--- config.mk ---
export PLATFORM = sky130hd
export DESIGN_NAME = pulse_pattern_buffer_bank
export DESIGN_NICKNAME = d
export VERILOG_FILES = /design/src/core/ppbb_pkg.sv /design/src/core/pulse_pattern_buffer_bank.sv
export SDC_FILE = /design/constraint.sdc
export NUM_CORES = 1
export LEC_CHECK = 0
export BUFFER_PORTS_ARGS = -buffer_cell sky130_fd_sc_hd__clkbuf_2
export CAP_MARGIN = 10
export CORE_UTILIZATION = 55
export CTS_BUF_LIST = sky130_fd_sc_hd__clkbuf_8
export CTS_CLUSTER_SIZE = 40
export DETAILED_ROUTE_END_ITERATION = 16
export GPL_ROUTABILITY_DRIVEN = 0
export GPL_TIMING_DRIVEN = 0
export PLACE_DENSITY = 0.75
export SYNTH_ARGS = -nofsm -noshare
export SYNTH_HDL_FRONTEND = slang
export SYNTH_SLANG_ARGS = --single-unit
export TNS_END_PERCENT = 30
--- constraint.sdc ---
create_clock -name mclk_i -period 13.3 [get_ports mclk_i]
set_clock_uncertainty 0.2 [all_clocks]
set_input_delay 3.325 -clock mclk_i [delete_from_list [all_inputs] [get_ports mclk_i]]
set_output_delay 3.325 -clock mclk_i [all_outputs]
set_load 0.01 [all_outputs]
--- src/core/ppbb_pkg.sv ---
package ppbb_pkg;
  // register map, byte addresses (pairs at word steps)
  localparam logic [7:0] UPPER_BASE   = 8'h00; // pattern_buffer_upper 0..11
  localparam logic [7:0] LOWER_BASE   = 8'h30; // pattern_buffer_lower 0..11
  localparam logic [7:0] ACT_UPPER    = 8'h60; // active_pattern_upper
  localparam logic [7:0] ACT_LOWER    = 8'h64; // active_pattern_lower
  localparam logic [7:0] ACT_WORD     = 8'h68; // both active bytes at once
  localparam int         NUM_PAIRS    = 12;
  localparam logic [7:0] BUF_RESET    = 8'h00;
  // field positions
  localparam int         SEL_HI       = 7;
  localparam int         SEL_LO       = 4;
  localparam logic [3:0] SEL_MAX      = 4'hb;
  // waveform codes
  localparam logic [1:0] WAVE_LOW     = 2'h0;
  localparam logic [1:0] WAVE_PULSE   = 2'h1;
  localparam logic [1:0] WAVE_INV     = 2'h2;
  localparam logic [1:0] WAVE_HIGH    = 2'h3;
  // pin field positions inside the upper and lower bytes
  localparam int         WAVE_W       = 2;  // width of one pin field
  localparam int         PIN5_LO      = 2;  // upper byte
  localparam int         PIN4_LO      = 0;  // upper byte
  localparam int         PIN3_LO      = 6;  // lower byte
  localparam int         PIN2_LO      = 4;  // lower byte
  localparam int         PIN1_LO      = 2;  // lower byte
  localparam int         PIN0_LO      = 0;  // lower byte
  // byte-address bits that pick a register word
  localparam int         ADDR_HI      = 7;
  localparam int         WORD_LO      = 2;
  localparam int         UPPER_IDX_HI = 5;
  // ahb codes
  localparam logic [1:0] HTRANS_NONSEQ = 2'h2;
  localparam logic       HRESP_OKAY    = 1'b0;
endpackage

--- src/core/pulse_pattern_buffer_bank.sv ---
// What this block does
// - twelve buffer pairs, upper and lower bytes
// - write strobe rising edge loads selected pair
// - upper bits 7:4 index next pair
// - 00 low, 01 pulse, 10 inverted, 11 high
// - buffer writes reach pins only after load
// - fields: upper 3:2,1:0; lower four pairs
// - active read-only; upper read latches lower
`timescale 1ns/1ps
`default_nettype none
module pulse_pattern_buffer_bank #(
  parameter int PAIRS = 12
) (
  input  wire logic        mclk_i,
  input  wire logic        sys_rst_i,
  input  wire logic        hsel_i,
  input  wire logic [31:0] haddr_i,
  input  wire logic [1:0]  htrans_i,
  input  wire logic        hwrite_i,
  input  wire logic [2:0]  hsize_i,
  input  wire logic [31:0] hwdata_i,
  input  wire logic        hready_i,
  output logic [31:0]      hrdata_o,
  output logic             hreadyout_o,
  output logic             hresp_o,
  input  wire logic        write_strobe_i,  // load strobe, same clock
  input  wire logic        timer_pulse_i,   // timer_pulse_source, same clock
  output logic [5:0]       pattern_out_o    // pattern_out5..0
);
  // the address map holds at most twelve pairs, so a larger bank, or an
  // empty one, cannot be served
  if (PAIRS < 1 || PAIRS > ppbb_pkg::NUM_PAIRS)
  begin : g_pairs_bad
    $error("PAIRS out of range");
  end

  logic [7:0] buf_upper_q [PAIRS];     // pattern_buffer_upper bank
  logic [7:0] buf_lower_q [PAIRS];     // pattern_buffer_lower bank
  logic [7:0] active_upper_q;          // active_pattern_upper
  logic [7:0] active_lower_q;          // active_pattern_lower
  logic [7:0] lower_latch_q;           // lower snapshot taken on upper read
  logic       strobe_q;                // previous strobe level
  logic       load;                    // strobe rising edge
  logic [3:0] next_sel;                // next_pair_bank_bit + index bits
  // ahb address and data phase tracking
  logic       dp_wr_q;                 // write data phase under way
  logic [7:0] dp_addr_q;               // byte address held for the data phase
  logic       addr_ok;                 // address phase taken this cycle
  logic [7:0] ap_addr;                 // byte address in the address phase
  logic [3:0] ap_upper_idx;            // address-phase pair index, upper bank
  logic [3:0] ap_lower_idx;            // address-phase pair index, lower bank
  logic [3:0] pair_idx;                // data-phase pair index
  logic       is_upper;                // data phase hits the upper bank
  logic       is_lower;                // data phase hits the lower bank
  // waveform fields of the active pair, one per pin
  logic [1:0] pin5_wave_sel;           // active upper bits 3:2
  logic [1:0] pin4_wave_sel;           // active upper bits 1:0
  logic [1:0] pin3_wave_sel;           // active lower bits 7:6
  logic [1:0] pin2_wave_sel;           // active lower bits 5:4
  logic [1:0] pin1_wave_sel;           // active lower bits 3:2
  logic [1:0] pin0_wave_sel;           // active lower bits 1:0

  // the bank answers every transfer at once
  assign hreadyout_o = 1'b1;                  // zero wait states
  assign hresp_o     = ppbb_pkg::HRESP_OKAY;  // always okay
  assign addr_ok     = hsel_i && hready_i && htrans_i == ppbb_pkg::HTRANS_NONSEQ;
  // only the low byte of the address selects a register; upper bits alias
  assign ap_addr      = 8'(haddr_i);
  assign ap_upper_idx = ap_addr[ppbb_pkg::UPPER_IDX_HI:ppbb_pkg::WORD_LO];
  assign ap_lower_idx = 4'(ap_addr[ppbb_pkg::ADDR_HI:ppbb_pkg::WORD_LO]
                           - ppbb_pkg::LOWER_BASE[ppbb_pkg::ADDR_HI:ppbb_pkg::WORD_LO]);

  // decode of the data-phase address
  always_comb
  begin
    // upper bank first, lower bank next, active registers above
    is_upper = dp_addr_q < ppbb_pkg::LOWER_BASE;
    is_lower = dp_addr_q >= ppbb_pkg::LOWER_BASE && dp_addr_q < ppbb_pkg::ACT_UPPER;
    if (is_upper)
      pair_idx = dp_addr_q[ppbb_pkg::UPPER_IDX_HI:ppbb_pkg::WORD_LO];
    else
      pair_idx = 4'(dp_addr_q[ppbb_pkg::ADDR_HI:ppbb_pkg::WORD_LO]
                    - ppbb_pkg::LOWER_BASE[ppbb_pkg::ADDR_HI:ppbb_pkg::WORD_LO]);
  end

  // address phase capture; the write data phase follows one cycle later
  always_ff @(posedge mclk_i or posedge sys_rst_i)
  begin
    if (sys_rst_i)
    begin
      dp_wr_q   <= 1'b0;                  // no write pending out of reset
      dp_addr_q <= 8'h00;
    end
    else
    begin
      dp_wr_q   <= addr_ok && hwrite_i;   // reads need no data-phase state
      dp_addr_q <= ap_addr;
    end
  end

  // buffer bank writes; only the buffers, never the pins
  always_ff @(posedge mclk_i or posedge sys_rst_i)
  begin
    if (sys_rst_i)
    begin
      for (int i = 0; i < PAIRS; i++)
      begin
        buf_upper_q[i] <= ppbb_pkg::BUF_RESET;
        buf_lower_q[i] <= ppbb_pkg::BUF_RESET;
      end
    end
    else if (dp_wr_q)
    begin
      // addresses past the last pair are dropped
      if (is_upper && 32'(pair_idx) < PAIRS)
        buf_upper_q[pair_idx] <= hwdata_i[7:0];
      else if (is_lower && 32'(pair_idx) < PAIRS)
        buf_lower_q[pair_idx] <= hwdata_i[7:0];
    end
  end

  // strobe edge detector; the reset value matches the idle low strobe so
  // leaving reset never looks like a rising edge
  always_ff @(posedge mclk_i or posedge sys_rst_i)
  begin
    if (sys_rst_i)
      strobe_q <= 1'b0;                   // idle level
    else
      strobe_q <= write_strobe_i;
  end
  // a strobe held high loads only once
  assign load     = write_strobe_i && !strobe_q;
  assign next_sel = active_upper_q[ppbb_pkg::SEL_HI:ppbb_pkg::SEL_LO];

  // active pair load on strobe rising edge
  always_ff @(posedge mclk_i or posedge sys_rst_i)
  begin
    if (sys_rst_i)
    begin
      active_upper_q <= ppbb_pkg::BUF_RESET;
      active_lower_q <= ppbb_pkg::BUF_RESET;
    end
    else if (load)
    begin
      // both bytes move together at the one load edge; a prohibited code
      // holds the active pair rather than index past the bank
      if (next_sel <= ppbb_pkg::SEL_MAX && 32'(next_sel) < PAIRS)
      begin
        active_upper_q <= buf_upper_q[next_sel];
        active_lower_q <= buf_lower_q[next_sel];
      end
    end
  end

  // read data and lower latch; active regs ignore writes
  always_ff @(posedge mclk_i or posedge sys_rst_i)
  begin
    if (sys_rst_i)
    begin
      hrdata_o      <= 32'h0;
      lower_latch_q <= 8'h00;
    end
    else if (addr_ok && !hwrite_i)
    begin
      hrdata_o <= 32'h0;                  // unmapped and upper bits read zero
      if (ap_addr < ppbb_pkg::LOWER_BASE && 32'(ap_upper_idx) < PAIRS)
        hrdata_o[7:0] <= buf_upper_q[ap_upper_idx];
      else if (ap_addr >= ppbb_pkg::LOWER_BASE && ap_addr < ppbb_pkg::ACT_UPPER
               && 32'(ap_lower_idx) < PAIRS)
        hrdata_o[7:0] <= buf_lower_q[ap_lower_idx];
      else if (ap_addr == ppbb_pkg::ACT_UPPER)
      begin
        // freeze the lower byte so a later byte read pairs with this one
        hrdata_o[7:0] <= active_upper_q;
        lower_latch_q <= active_lower_q;
      end
      else if (ap_addr == ppbb_pkg::ACT_LOWER)
        hrdata_o[7:0] <= lower_latch_q;
      else if (ap_addr == ppbb_pkg::ACT_WORD)
        hrdata_o[15:0] <= {active_upper_q, active_lower_q};
    end
  end

  // split the active pair into per-pin fields
  assign pin5_wave_sel = active_upper_q[ppbb_pkg::PIN5_LO +: ppbb_pkg::WAVE_W];
  assign pin4_wave_sel = active_upper_q[ppbb_pkg::PIN4_LO +: ppbb_pkg::WAVE_W];
  assign pin3_wave_sel = active_lower_q[ppbb_pkg::PIN3_LO +: ppbb_pkg::WAVE_W];
  assign pin2_wave_sel = active_lower_q[ppbb_pkg::PIN2_LO +: ppbb_pkg::WAVE_W];
  assign pin1_wave_sel = active_lower_q[ppbb_pkg::PIN1_LO +: ppbb_pkg::WAVE_W];
  assign pin0_wave_sel = active_lower_q[ppbb_pkg::PIN0_LO +: ppbb_pkg::WAVE_W];

  // waveform source per code
  // every code is legal, so the case needs no default
  function automatic logic wave(input logic [1:0] code, input logic pulse);
    unique case (code)
      ppbb_pkg::WAVE_LOW:   wave = 1'b0;
      ppbb_pkg::WAVE_PULSE: wave = pulse;
      ppbb_pkg::WAVE_INV:   wave = !pulse;
      ppbb_pkg::WAVE_HIGH:  wave = 1'b1;
    endcase
  endfunction

  // pins follow the active fields continuously
  // registered so the pins never glitch while a field is reloaded; they
  // lag the active registers and the timer pulse by one clock
  always_ff @(posedge mclk_i or posedge sys_rst_i)
  begin
    if (sys_rst_i)
      pattern_out_o <= 6'h00;              // all pins low in reset
    else
    begin
      pattern_out_o[5] <= wave(pin5_wave_sel, timer_pulse_i);
      pattern_out_o[4] <= wave(pin4_wave_sel, timer_pulse_i);
      pattern_out_o[3] <= wave(pin3_wave_sel, timer_pulse_i);
      pattern_out_o[2] <= wave(pin2_wave_sel, timer_pulse_i);
      pattern_out_o[1] <= wave(pin1_wave_sel, timer_pulse_i);
      pattern_out_o[0] <= wave(pin0_wave_sel, timer_pulse_i);
    end
  end
endmodule
`default_nettype wire

Yosys cells after proc, flatten, opt, wreduce, memory -nomap -nowiden
Index checks and enable logic that the tools add are counted.
{ "totals": {"register_bits": 248, "input_bits": 76, "out_inout_bits": 40, "word_cells": 137} }
{ "op_classes": {"add_sub_neg": 2, "order_cmp": 16, "n_eq_ne": 22, "mux": 32, "n_bitwise": 7, "reduce_logical": 26} }
{ "ops": {"columns": ["cell", "n"], "rows": [
  ["$bwmux 96", 2],
  ["$mux 8", 17],
  ["$bmux 8 s4", 4],
  ["$demux 8 s4", 1],
  ["$eq 2x2->1 const B", 13],
  ["$eq 8x7->1 const B", 3],
  ["$pmux 1 s4", 6],
  ["$ge 5x5->1 const B", 4],
  ["$not 4->5", 4],
  ["$ge 8x6->1 const B", 2],
  ["$lt 4x4->1 const B", 4],
  ["$lt 8x6->1 const B", 2],
  ["$lt 8x7->1 const B", 2],
  ["$mux 16", 1],
  ["$logic_and 1x1->1", 13],
  ["$eq 2x1->1 const B", 6],
  ["$logic_not 2->1", 6],
  ["$sub 4x4->4 const B", 2],
  ["$lt 5x1->1 const B", 1],
  ["$le 4x4->1 const B", 1],
  ["$mux 4", 1],
  ["$reduce_and 2->1", 2],
  ["$reduce_and 4->1", 1],
  ["$logic_not 1->1", 3],
  ["other kinds (2)", 4]
]} }

Longest topological paths before layout
Gate-level depths: netlist of run 1.
{ "depth": {"depth_word": 8, "depth_mapped": 9, "depth_no_buf": 7} }

Least setup slack after synthesis of run 1
Ideal clock, no wire load.
{ "synth_timing": {"kind": "input to register", "startpoint": "input haddr_i[4]", "endpoint": "register lower_latch_q[0]", "setup_time_ns": 0.125, "arrival_time_ns": 5.114, "required_time_ns": 12.975, "slack_ns": 7.861, "stages": 9, "n_path_buf": 2, "cell_sequence": "inv_1 ha_1 nor4b_2 nand2_2 or3_1 buf_2 or3_1 buf_6 mux2_4"} }
{ "synth_via": {"elab_chain_len": 5, "word_cells_on_any_way": 13, "cone_classes": "add/sub: 1; order compare: 5; eq/ne: 1; bitwise: 2; reduce/logical: 4"} }
{ "synth_rtl": {"columns": ["item", "line", "text"], "rows": [
  ["start: declaration", "pulse_pattern_buffer_bank.sv:17", "input wire logic [31:0] haddr_i,"],
  ["$sub 4x4->4 (tied with other cells)", "pulse_pattern_buffer_bank.sv:71", "- ppbb_pkg::LOWER_BASE[ppbb_pkg::ADDR_HI:ppbb_pkg::WORD_LO]);"],
  ["$lt 4x4->1 / $logic_and 1x1->1 (equally long branches)", "pulse_pattern_buffer_bank.sv:169, pulse_pattern_buffer_bank.sv:168", null],
  ["$logic_and 1x1->1", "pulse_pattern_buffer_bank.sv:169", "&& 32'(ap_lower_idx) < PAIRS)"],
  ["$not 1->1 (no source line)", null, null],
  ["$reduce_and 4->1 (no source line) *", null, null],
  ["end signal: assignment", "pulse_pattern_buffer_bank.sv:175", "lower_latch_q <= active_lower_q;"],
  ["end: declaration", "pulse_pattern_buffer_bank.sv:41", "logic [7:0] lower_latch_q;"]
]} }
Every way passes the cells marked *; elsewhere a longest branch is shown, timed or not.
A chain may end at the register's enable or synchronous reset.

Worst setup path after layout of run 1
{ "layout_timing": {"startpoint": "input haddr_i[3]", "endpoint": "register hrdata_o[5]"} }
{ "layout_via": {"elab_chain_len": 7, "word_cells_on_any_way": 25, "cone_classes": "add/sub: 1; order compare: 5; eq/ne: 3; mux: 11; bitwise: 2; reduce/logical: 3"} }
{ "layout_rtl": {"columns": ["item", "line", "text"], "rows": [
  ["$sub 4x4->4", "pulse_pattern_buffer_bank.sv:71", null],
  ["$not 4->5 (not written as such)", "pulse_pattern_buffer_bank.sv:170", "hrdata_o[7:0] <= buf_lower_q[ap_lower_idx];"],
  ["$bmux 8 s4", "pulse_pattern_buffer_bank.sv:170", null],
  ["$mux 8 (not written as such) (2 in series)", "pulse_pattern_buffer_bank.sv:170", null],
  ["$mux 8", "pulse_pattern_buffer_bank.sv:168", "else if (ap_addr >= ppbb_pkg::LOWER_BASE && ap_addr < ppbb_pkg::ACT_UPPER"],
  ["$mux 8 *", "pulse_pattern_buffer_bank.sv:166", "if (ap_addr < ppbb_pkg::LOWER_BASE && 32'(ap_upper_idx) < PAIRS)"],
  ["end signal: assignment", "pulse_pattern_buffer_bank.sv:167", "hrdata_o[7:0] <= buf_upper_q[ap_upper_idx];"],
  ["end signal: assignment", "pulse_pattern_buffer_bank.sv:170", null],
  ["end signal: assignment", "pulse_pattern_buffer_bank.sv:174", "hrdata_o[7:0] <= active_upper_q;"],
  ["end: declaration", "pulse_pattern_buffer_bank.sv:23", "output logic [31:0] hrdata_o,"]
]} }
Every way passes the cells marked *; elsewhere a longest branch is shown, timed or not. The select of a mux whose other input is x is not followed.

==> results of run 1 <==
[placed cells by master (no fill, tap or decap), drive strengths merged, types with 18 or more instances in the layout]
master	instances
mux2	229
clkbuf	131
buf	49
inv	35
nand2	21
mux4	70
conb	18
a22oi	26
o22ai	28
a21oi	21
mux2i	41
dfrtp	246
nor2	19
nand2b	29
[metrics by stage]
stage          util (%)  setup WS [ns]  cell area (um^2)  total power [W]  hold WS, ns
3_3_place_gp       59.1          0.408             13400         0.000972        0.291
4_1_cts            62.8           7.39             14300          0.00162        0.308
3_5_place_dp       59.4           6.84             13500         0.000979        0.296
5_1_grt            62.9           7.73             14300          0.00167        0.320
2_1_floorplan         -           3.02             12800         0.000922        0.281
6_report           62.9           7.80             14300          0.00162        0.311
[worst paths after layout]
kind / start / endpoint / slack (ns)
worst min-delay path: hrdata_o[10]$_DFFE_PP0N_ / hrdata_o[10]$_DFFE_PP0N_ / 0.31
min in group asynchronous: sys_rst_i / buf_lower_q[72]$_DFFE_PP0P_ / 2.57
max in group asynchronous: sys_rst_i / buf_upper_q[79]$_DFFE_PP0P_ / 9.07
worst max-delay path: haddr_i[3] / hrdata_o[5]$_DFFE_PP0N_ / 7.80
worst max register to register: active_upper_q[4]$_DFFE_PP0P_ / active_lower_q[1]$_DFFE_PP0P_ / 10.19
worst min register to register: hrdata_o[10]$_DFFE_PP0N_ / hrdata_o[10]$_DFFE_PP0N_ / 0.31
[routing by layer]
layer,routed length (um),track usage [%],vias to the layer above
li1,-,-,3735
met1,14400,41.7,4482
met2,15800,47.2,477
met3,3050,6.61,90
met4,1350,12.4,0
met5,0,0,-
[power breakdown]
group | leakage [nW] | total (W) | internal (W) | switching (W)
Combinational | 2.63 | 0.000165 | 0.0000759 | 0.0000894
Clock | 0.461 | 0.000653 | 0.000346 | 0.000307
Sequential | 3.12 | 0.000802 | 0.000778 | 0.0000242
[registers in the layout, indices dropped and copies added, names as in the netlist]
| register | flops |
|---|---|
| active_lower_q | 8 |
| active_upper_q | 8 |
| buf_lower_q | 96 |
| buf_upper_q | 96 |
| dp_addr_q | 6 |
| dp_wr_q | 1 |
| hrdata_o | 16 |
| lower_latch_q | 8 |
| pattern_out_o | 6 |
| strobe_q | 1 |
[kinds of logic after synthesis]
kind of cell / count (synthesis) / share of synthesized area [%]
AOI/OAI and AO/OA: 122 / 6.42
adders and majority gates: 3 / 0.294
DFF: 246 / 48.2
other: 2 / 0.0588
muxes: 340 / 36.0
buffers and inverters: 99 / 3.71
and+or+nand+nor: 122 / 5.37
[layout make-up]
type / instances / area share, %
Clock inverter: 23 / 0.868
Inverter: 16 / 0.473
Buffer: 83 / 2.90
Multi-Input combinational cell: 605 / 43.5
Timing Repair Buffer: 49 / 2.03
Tap cell: 285 / 2.50
Sequential cell: 246 / 43.1
Clock buffer: 48 / 4.63
[synthesized netlist by cell type, types with 10 or more instances]
master and number:
mux2_2 221, buf_4 20, mux4_2 70, nand3_1 15, dfrtp_1 246, nand2b_1 29, nor2_1 11, a31oi_1 10
buf_2 16, o22ai_1 28, mux2i_1 41, nand2_1 20, inv_1 15, a22oi_1 26, o21ai_0 14, a21oi_1 21
clkbuf_1 38
[worst reg2reg max path: cells and delay by family (launching register included)]
family                 cells  cell delay, ns
buffers and inverters      3            1.54
muxes                      2            0.71
DFF                        1            0.32
AOI/OAI and AO/OA          2            0.19
==> reports/summary.txt, run 1 <==
Worst slew pin tran: 1.11 ns
Outcome: finished clean
Final Max Slew Viols: 0
Vias/cell: 6.48
Gr ovfl total: 0
Post-synth top flop: dfrtp_1
Post-DP HPWL: 23900 um
Yosys top cell by area: dfrtp_1
Clock Sinks: 246
Top area cells in the synthesized netlist: dfrtp_1 48%, mux2_2 19%, mux4_2 12%
Synth Warn #: 0
Die Y: 154 um
CP arrival: 5.73 ns
Initial drt markers: 923
Hold depth: 1
Syn avg cell area: 13.7 um^2
Pre-Repair DR Iteration Count: 6
IO buf count: 45
Post-placement cell count: 1282
Post_cts resized: 0
Pin count of the biggest net entering global routing: 104
Detailed-route via count: 8784
Setup_tns: 0 ns
PD cells: 114 mW/mm^2
Multi-input logic area: 0.00621 mm^2
Post-synthesis cell count: 934
Fraction of layout cells with a size suffix above 1: 42.2%
Unrepaired setup endpoints after global routing: no
Root buffer cell: clkbuf_8
# IOs: 116
CTS tree: done
CP endpoint kind: register
Number of diodes: 0
Crit path kind: in2reg
Crit Path Max Fanout: 10
Distinct cell type count after synthesis: 45
Antenna-violating nets left: 0
Fin nets: 1121
CTS Hold Bufs: 0
Pleak: 6.21 nW
CP bufs+invs: 4
Register area: 0.00616 mm^2
Worst R2R Path Depth: 7
Achievable Freq: 182 MHz
Vias in the first global route: 8878
Slowest CP cell: clkbuf_1
Mapped cell area: 0.0128 mm^2
Die W: 154 um
Total GRT Usage: 30.3%
Startpoint type of the worst setup path: input port
Hold Vio Cnt, Final: 0
Antenna violations before repair: 0
Req. time, crit path: 13.53 ns
Cts bufs inserted: 41
Htree depth: 2
Number of synthesized flops with an enable pin: 0
Proportion of netlist area held by the largest area contributor: 48.2%
Core area: 0.0227 mm^2
WL final: 34600 um
Delay-heaviest family, CP: buffers and inverters
Worst-path clk slew: 0.06 ns
Final non-filler cell total: 1355
Area Overhead vs Synth: 11.7%
CTS Buffer Depth: 3
Maximum vdd drop: 50.3 uV
Cells along the critical path: clkbuf_2 -> clkbuf_1 -> buf_2 -> clkbuf_1 -> a221oi_1 -> o22ai_1 -> a31oi_1
Post-synthesis async set-or-reset flop share: 100%
Max_slew headroom: 25.4%
Die area: 0.0238 mm^2
Average wire per standard cell: 25.5 um
Fin crit period: 5.50 ns
# rows: 55
Max Cap Viol: 0
Final period util: 41.3%
DR DRC count: 0
Final Setup Violations: 0
Initial core utilization: 56.3%
Max incr delay on CP: 0.65 ns
Seq/Total Area, Yosys: 48.2%
First-pass GRT wire length: 53300 um
Skew-Pair Late Insertion Delay: 0.56 ns
Fillers: 1750
Post CTS Setup Buffer Count: 0
Hold Path Class: reg2reg
Critical path depth: 7
Synth Register Bits: 246
Most frequent CP cell: clkbuf_1
(Power assumes the default switching activity.)
==> inputs of run 2 (changes only) <==
Settings changed: PLACE_DENSITY 0.75 to 0.78.
Clock period 13.3 ns to 4.55 ns, I/O delays scaled along.
==> reports/summary.txt, run 2 (synthesized netlist as in run 1, its figures left out) <==
Hold Path Class: reg2reg
Reg2reg start: active_upper_q[4]$_DFFE_PP0P_
Pint: 0.00346 W
Hold Vio Cnt, Final: 0
Post-placement cell count: 1286
# IOs: 116
Average wire per standard cell: 25.5 um
Pleak: 6.21 nW
Hold Crit Endpoint: hrdata_o[13]$_DFFE_PP0N_
Req. time, crit path: 4.77 ns
Core area: 0.0227 mm^2
Die Y: 154 um
Final period util: 82.3%
CTS tree: done
Post-DP HPWL: 24400 um
Multi-input logic area: 0.00621 mm^2
Post CTS Setup Buffer Count: 0
Htree depth: 2
Startpoint type of the worst setup path: input port
Cts bufs inserted: 40
Gr ovfl total: 0
Antenna violations before repair: 0
CTS Hold Bufs: 0
Commonest non-fill, non-tap cell in the layout: dfrtp_1
Hold depth: 1
# rows: 55
Die area: 0.0238 mm^2
Register area: 0.00616 mm^2
Detailed-route via count: 8909
Fin crit period: 3.74 ns
Crit Path Max Fanout: 10
Root buffer cell: clkbuf_8
CP arrival: 3.97 ns
DR DRC count: 0
Worst R2R Path Depth: 7
Post_cts resized: 0
Overall Power: 0.00468 W
Crit path kind: in2reg
Vias/cell: 6.57
Number of diodes: 0
Regs by FF count: buf_lower_q (96), buf_upper_q (96), hrdata_o (16)
Final Setup Violations: 0
Combinational Power Share: 10.6%
IO buf count: 45
Area Overhead vs Synth: 11.9%
Clock Sinks: 246
End of the worst register-to-register path: active_lower_q[1]$_DFFE_PP0P_
Worst-path clk slew: 0.06 ns
Skew-Pair Late Insertion Delay: 0.56 ns
Worst slew pin tran: 1.29 ns
CP endpoint kind: register
Achievable Freq: 267 MHz
Fillers: 1698
Final Max Slew Viols: 0
Fin nets: 1123
Pin count of the biggest net entering global routing: 46
Max Cap Viol: 0
Die W: 154 um
Sw power: 0.00122 W
CTS Buffer Depth: 3
First-pass GRT wire length: 53400 um
Vias in the first global route: 8968
Unrepaired setup endpoints after global routing: no
Max_slew headroom: 14.1%
WL final: 34600 um
Sw frac: 26.1%
Initial drt markers: 877
Clock power frac: 39.3%
PD cells: 327 mW/mm^2
Fin util: 63.0%
Initial core utilization: 56.3%
Total GRT Usage: 30.2%
Commonest cells after routing, fill and taps aside: 246 x dfrtp_1, 221 x mux2_2, 70 x mux4_2, 48 x clkbuf_8, 46 x clkbuf_2
Hold path start: hrdata_o[13]$_DFFE_PP0N_
Setup_tns: 0 ns
Sequential Power Share: 50.1%
Outcome: finished clean
Final non-filler cell total: 1357
Maximum vdd drop: 183 uV
Fraction of layout cells with a size suffix above 1: 42.6%
Pre-Repair DR Iteration Count: 5
Flop2flop setup slack: 1.50 ns
Antenna-violating nets left: 0
run 2: power groups by stage:
stage	Clock [W]	Combinational (W)	Sequential [W]
4_1_cts	0.00185	0.000491	0.00234
2_1_floorplan	0	0.000332	0.00236
3_3_place_gp	0	0.000464	0.00238
3_5_place_dp	0	0.000489	0.00238
6_report	0.00184	0.000494	0.00234
5_1_grt	0.00194	0.000531	0.00235
run 2: critical path: stages:
cell,delay [ns]
clkbuf_2,0.22
ha_1,0.28
nor3_1,0.18
clkbuf_1,0.38
nor3b_1,1.07
nand4_1,0.38
o21ai_0,0.23
a31oi_1,0.07
run 2: layer usage:
metal	global-route usage, %	share of wire [%]	up-vias
met5	0	0	-
met4	12.6	3.9	0
met3	4.90	8.4	94
met2	47.7	47	510
met1	42.0	41	4564
li1	-	-	3741
run 2: worst max-delay path by stage:
| stage | cells past startpoint | startpoint | to | slack (ns) |
|---|---|---|---|---|
| floorplan | 1 | sys_rst_i | active_lower_q[0]$_DFFE_PP0P_ | -0.02 |
| global placement | 2 | sys_rst_i | buf_upper_q[74]$_DFFE_PP0P_ | -1.42 |
| detailed placement | 8 | haddr_i[4] | hrdata_o[4]$_DFFE_PP0N_ | 0.38 |
| CTS | 8 | haddr_i[4] | hrdata_o[4]$_DFFE_PP0N_ | 0.94 |
| global route | 8 | haddr_i[4] | hrdata_o[4]$_DFFE_PP0N_ | 0.71 |
| finish | 8 | haddr_i[4] | hrdata_o[4]$_DFFE_PP0N_ | 0.81 |
run 2: metrics by stage:
step / hold WS (ns) / cell area [um^2] / worst slack (ns)
2_1_floorplan: 0.281 / 12800 / -0.0192
3_3_place_gp: 0.289 / 13400 / -1.42
3_5_place_dp: 0.298 / 13500 / 0.375
4_1_cts: 0.312 / 14300 / 0.943
5_1_grt: 0.332 / 14300 / 0.710
6_report: 0.309 / 14300 / 0.805
run 2: layout make-up:
class | count | share of cell area, %
Buffer | 83 | 2.90
Clock buffer | 48 | 4.62
Clock inverter | 22 | 0.665
Inverter | 16 | 0.446
Multi-Input combinational cell | 605 | 43.4
Sequential cell | 246 | 43.0
Tap cell | 285 | 2.49
Timing Repair Buffer | 52 | 2.45
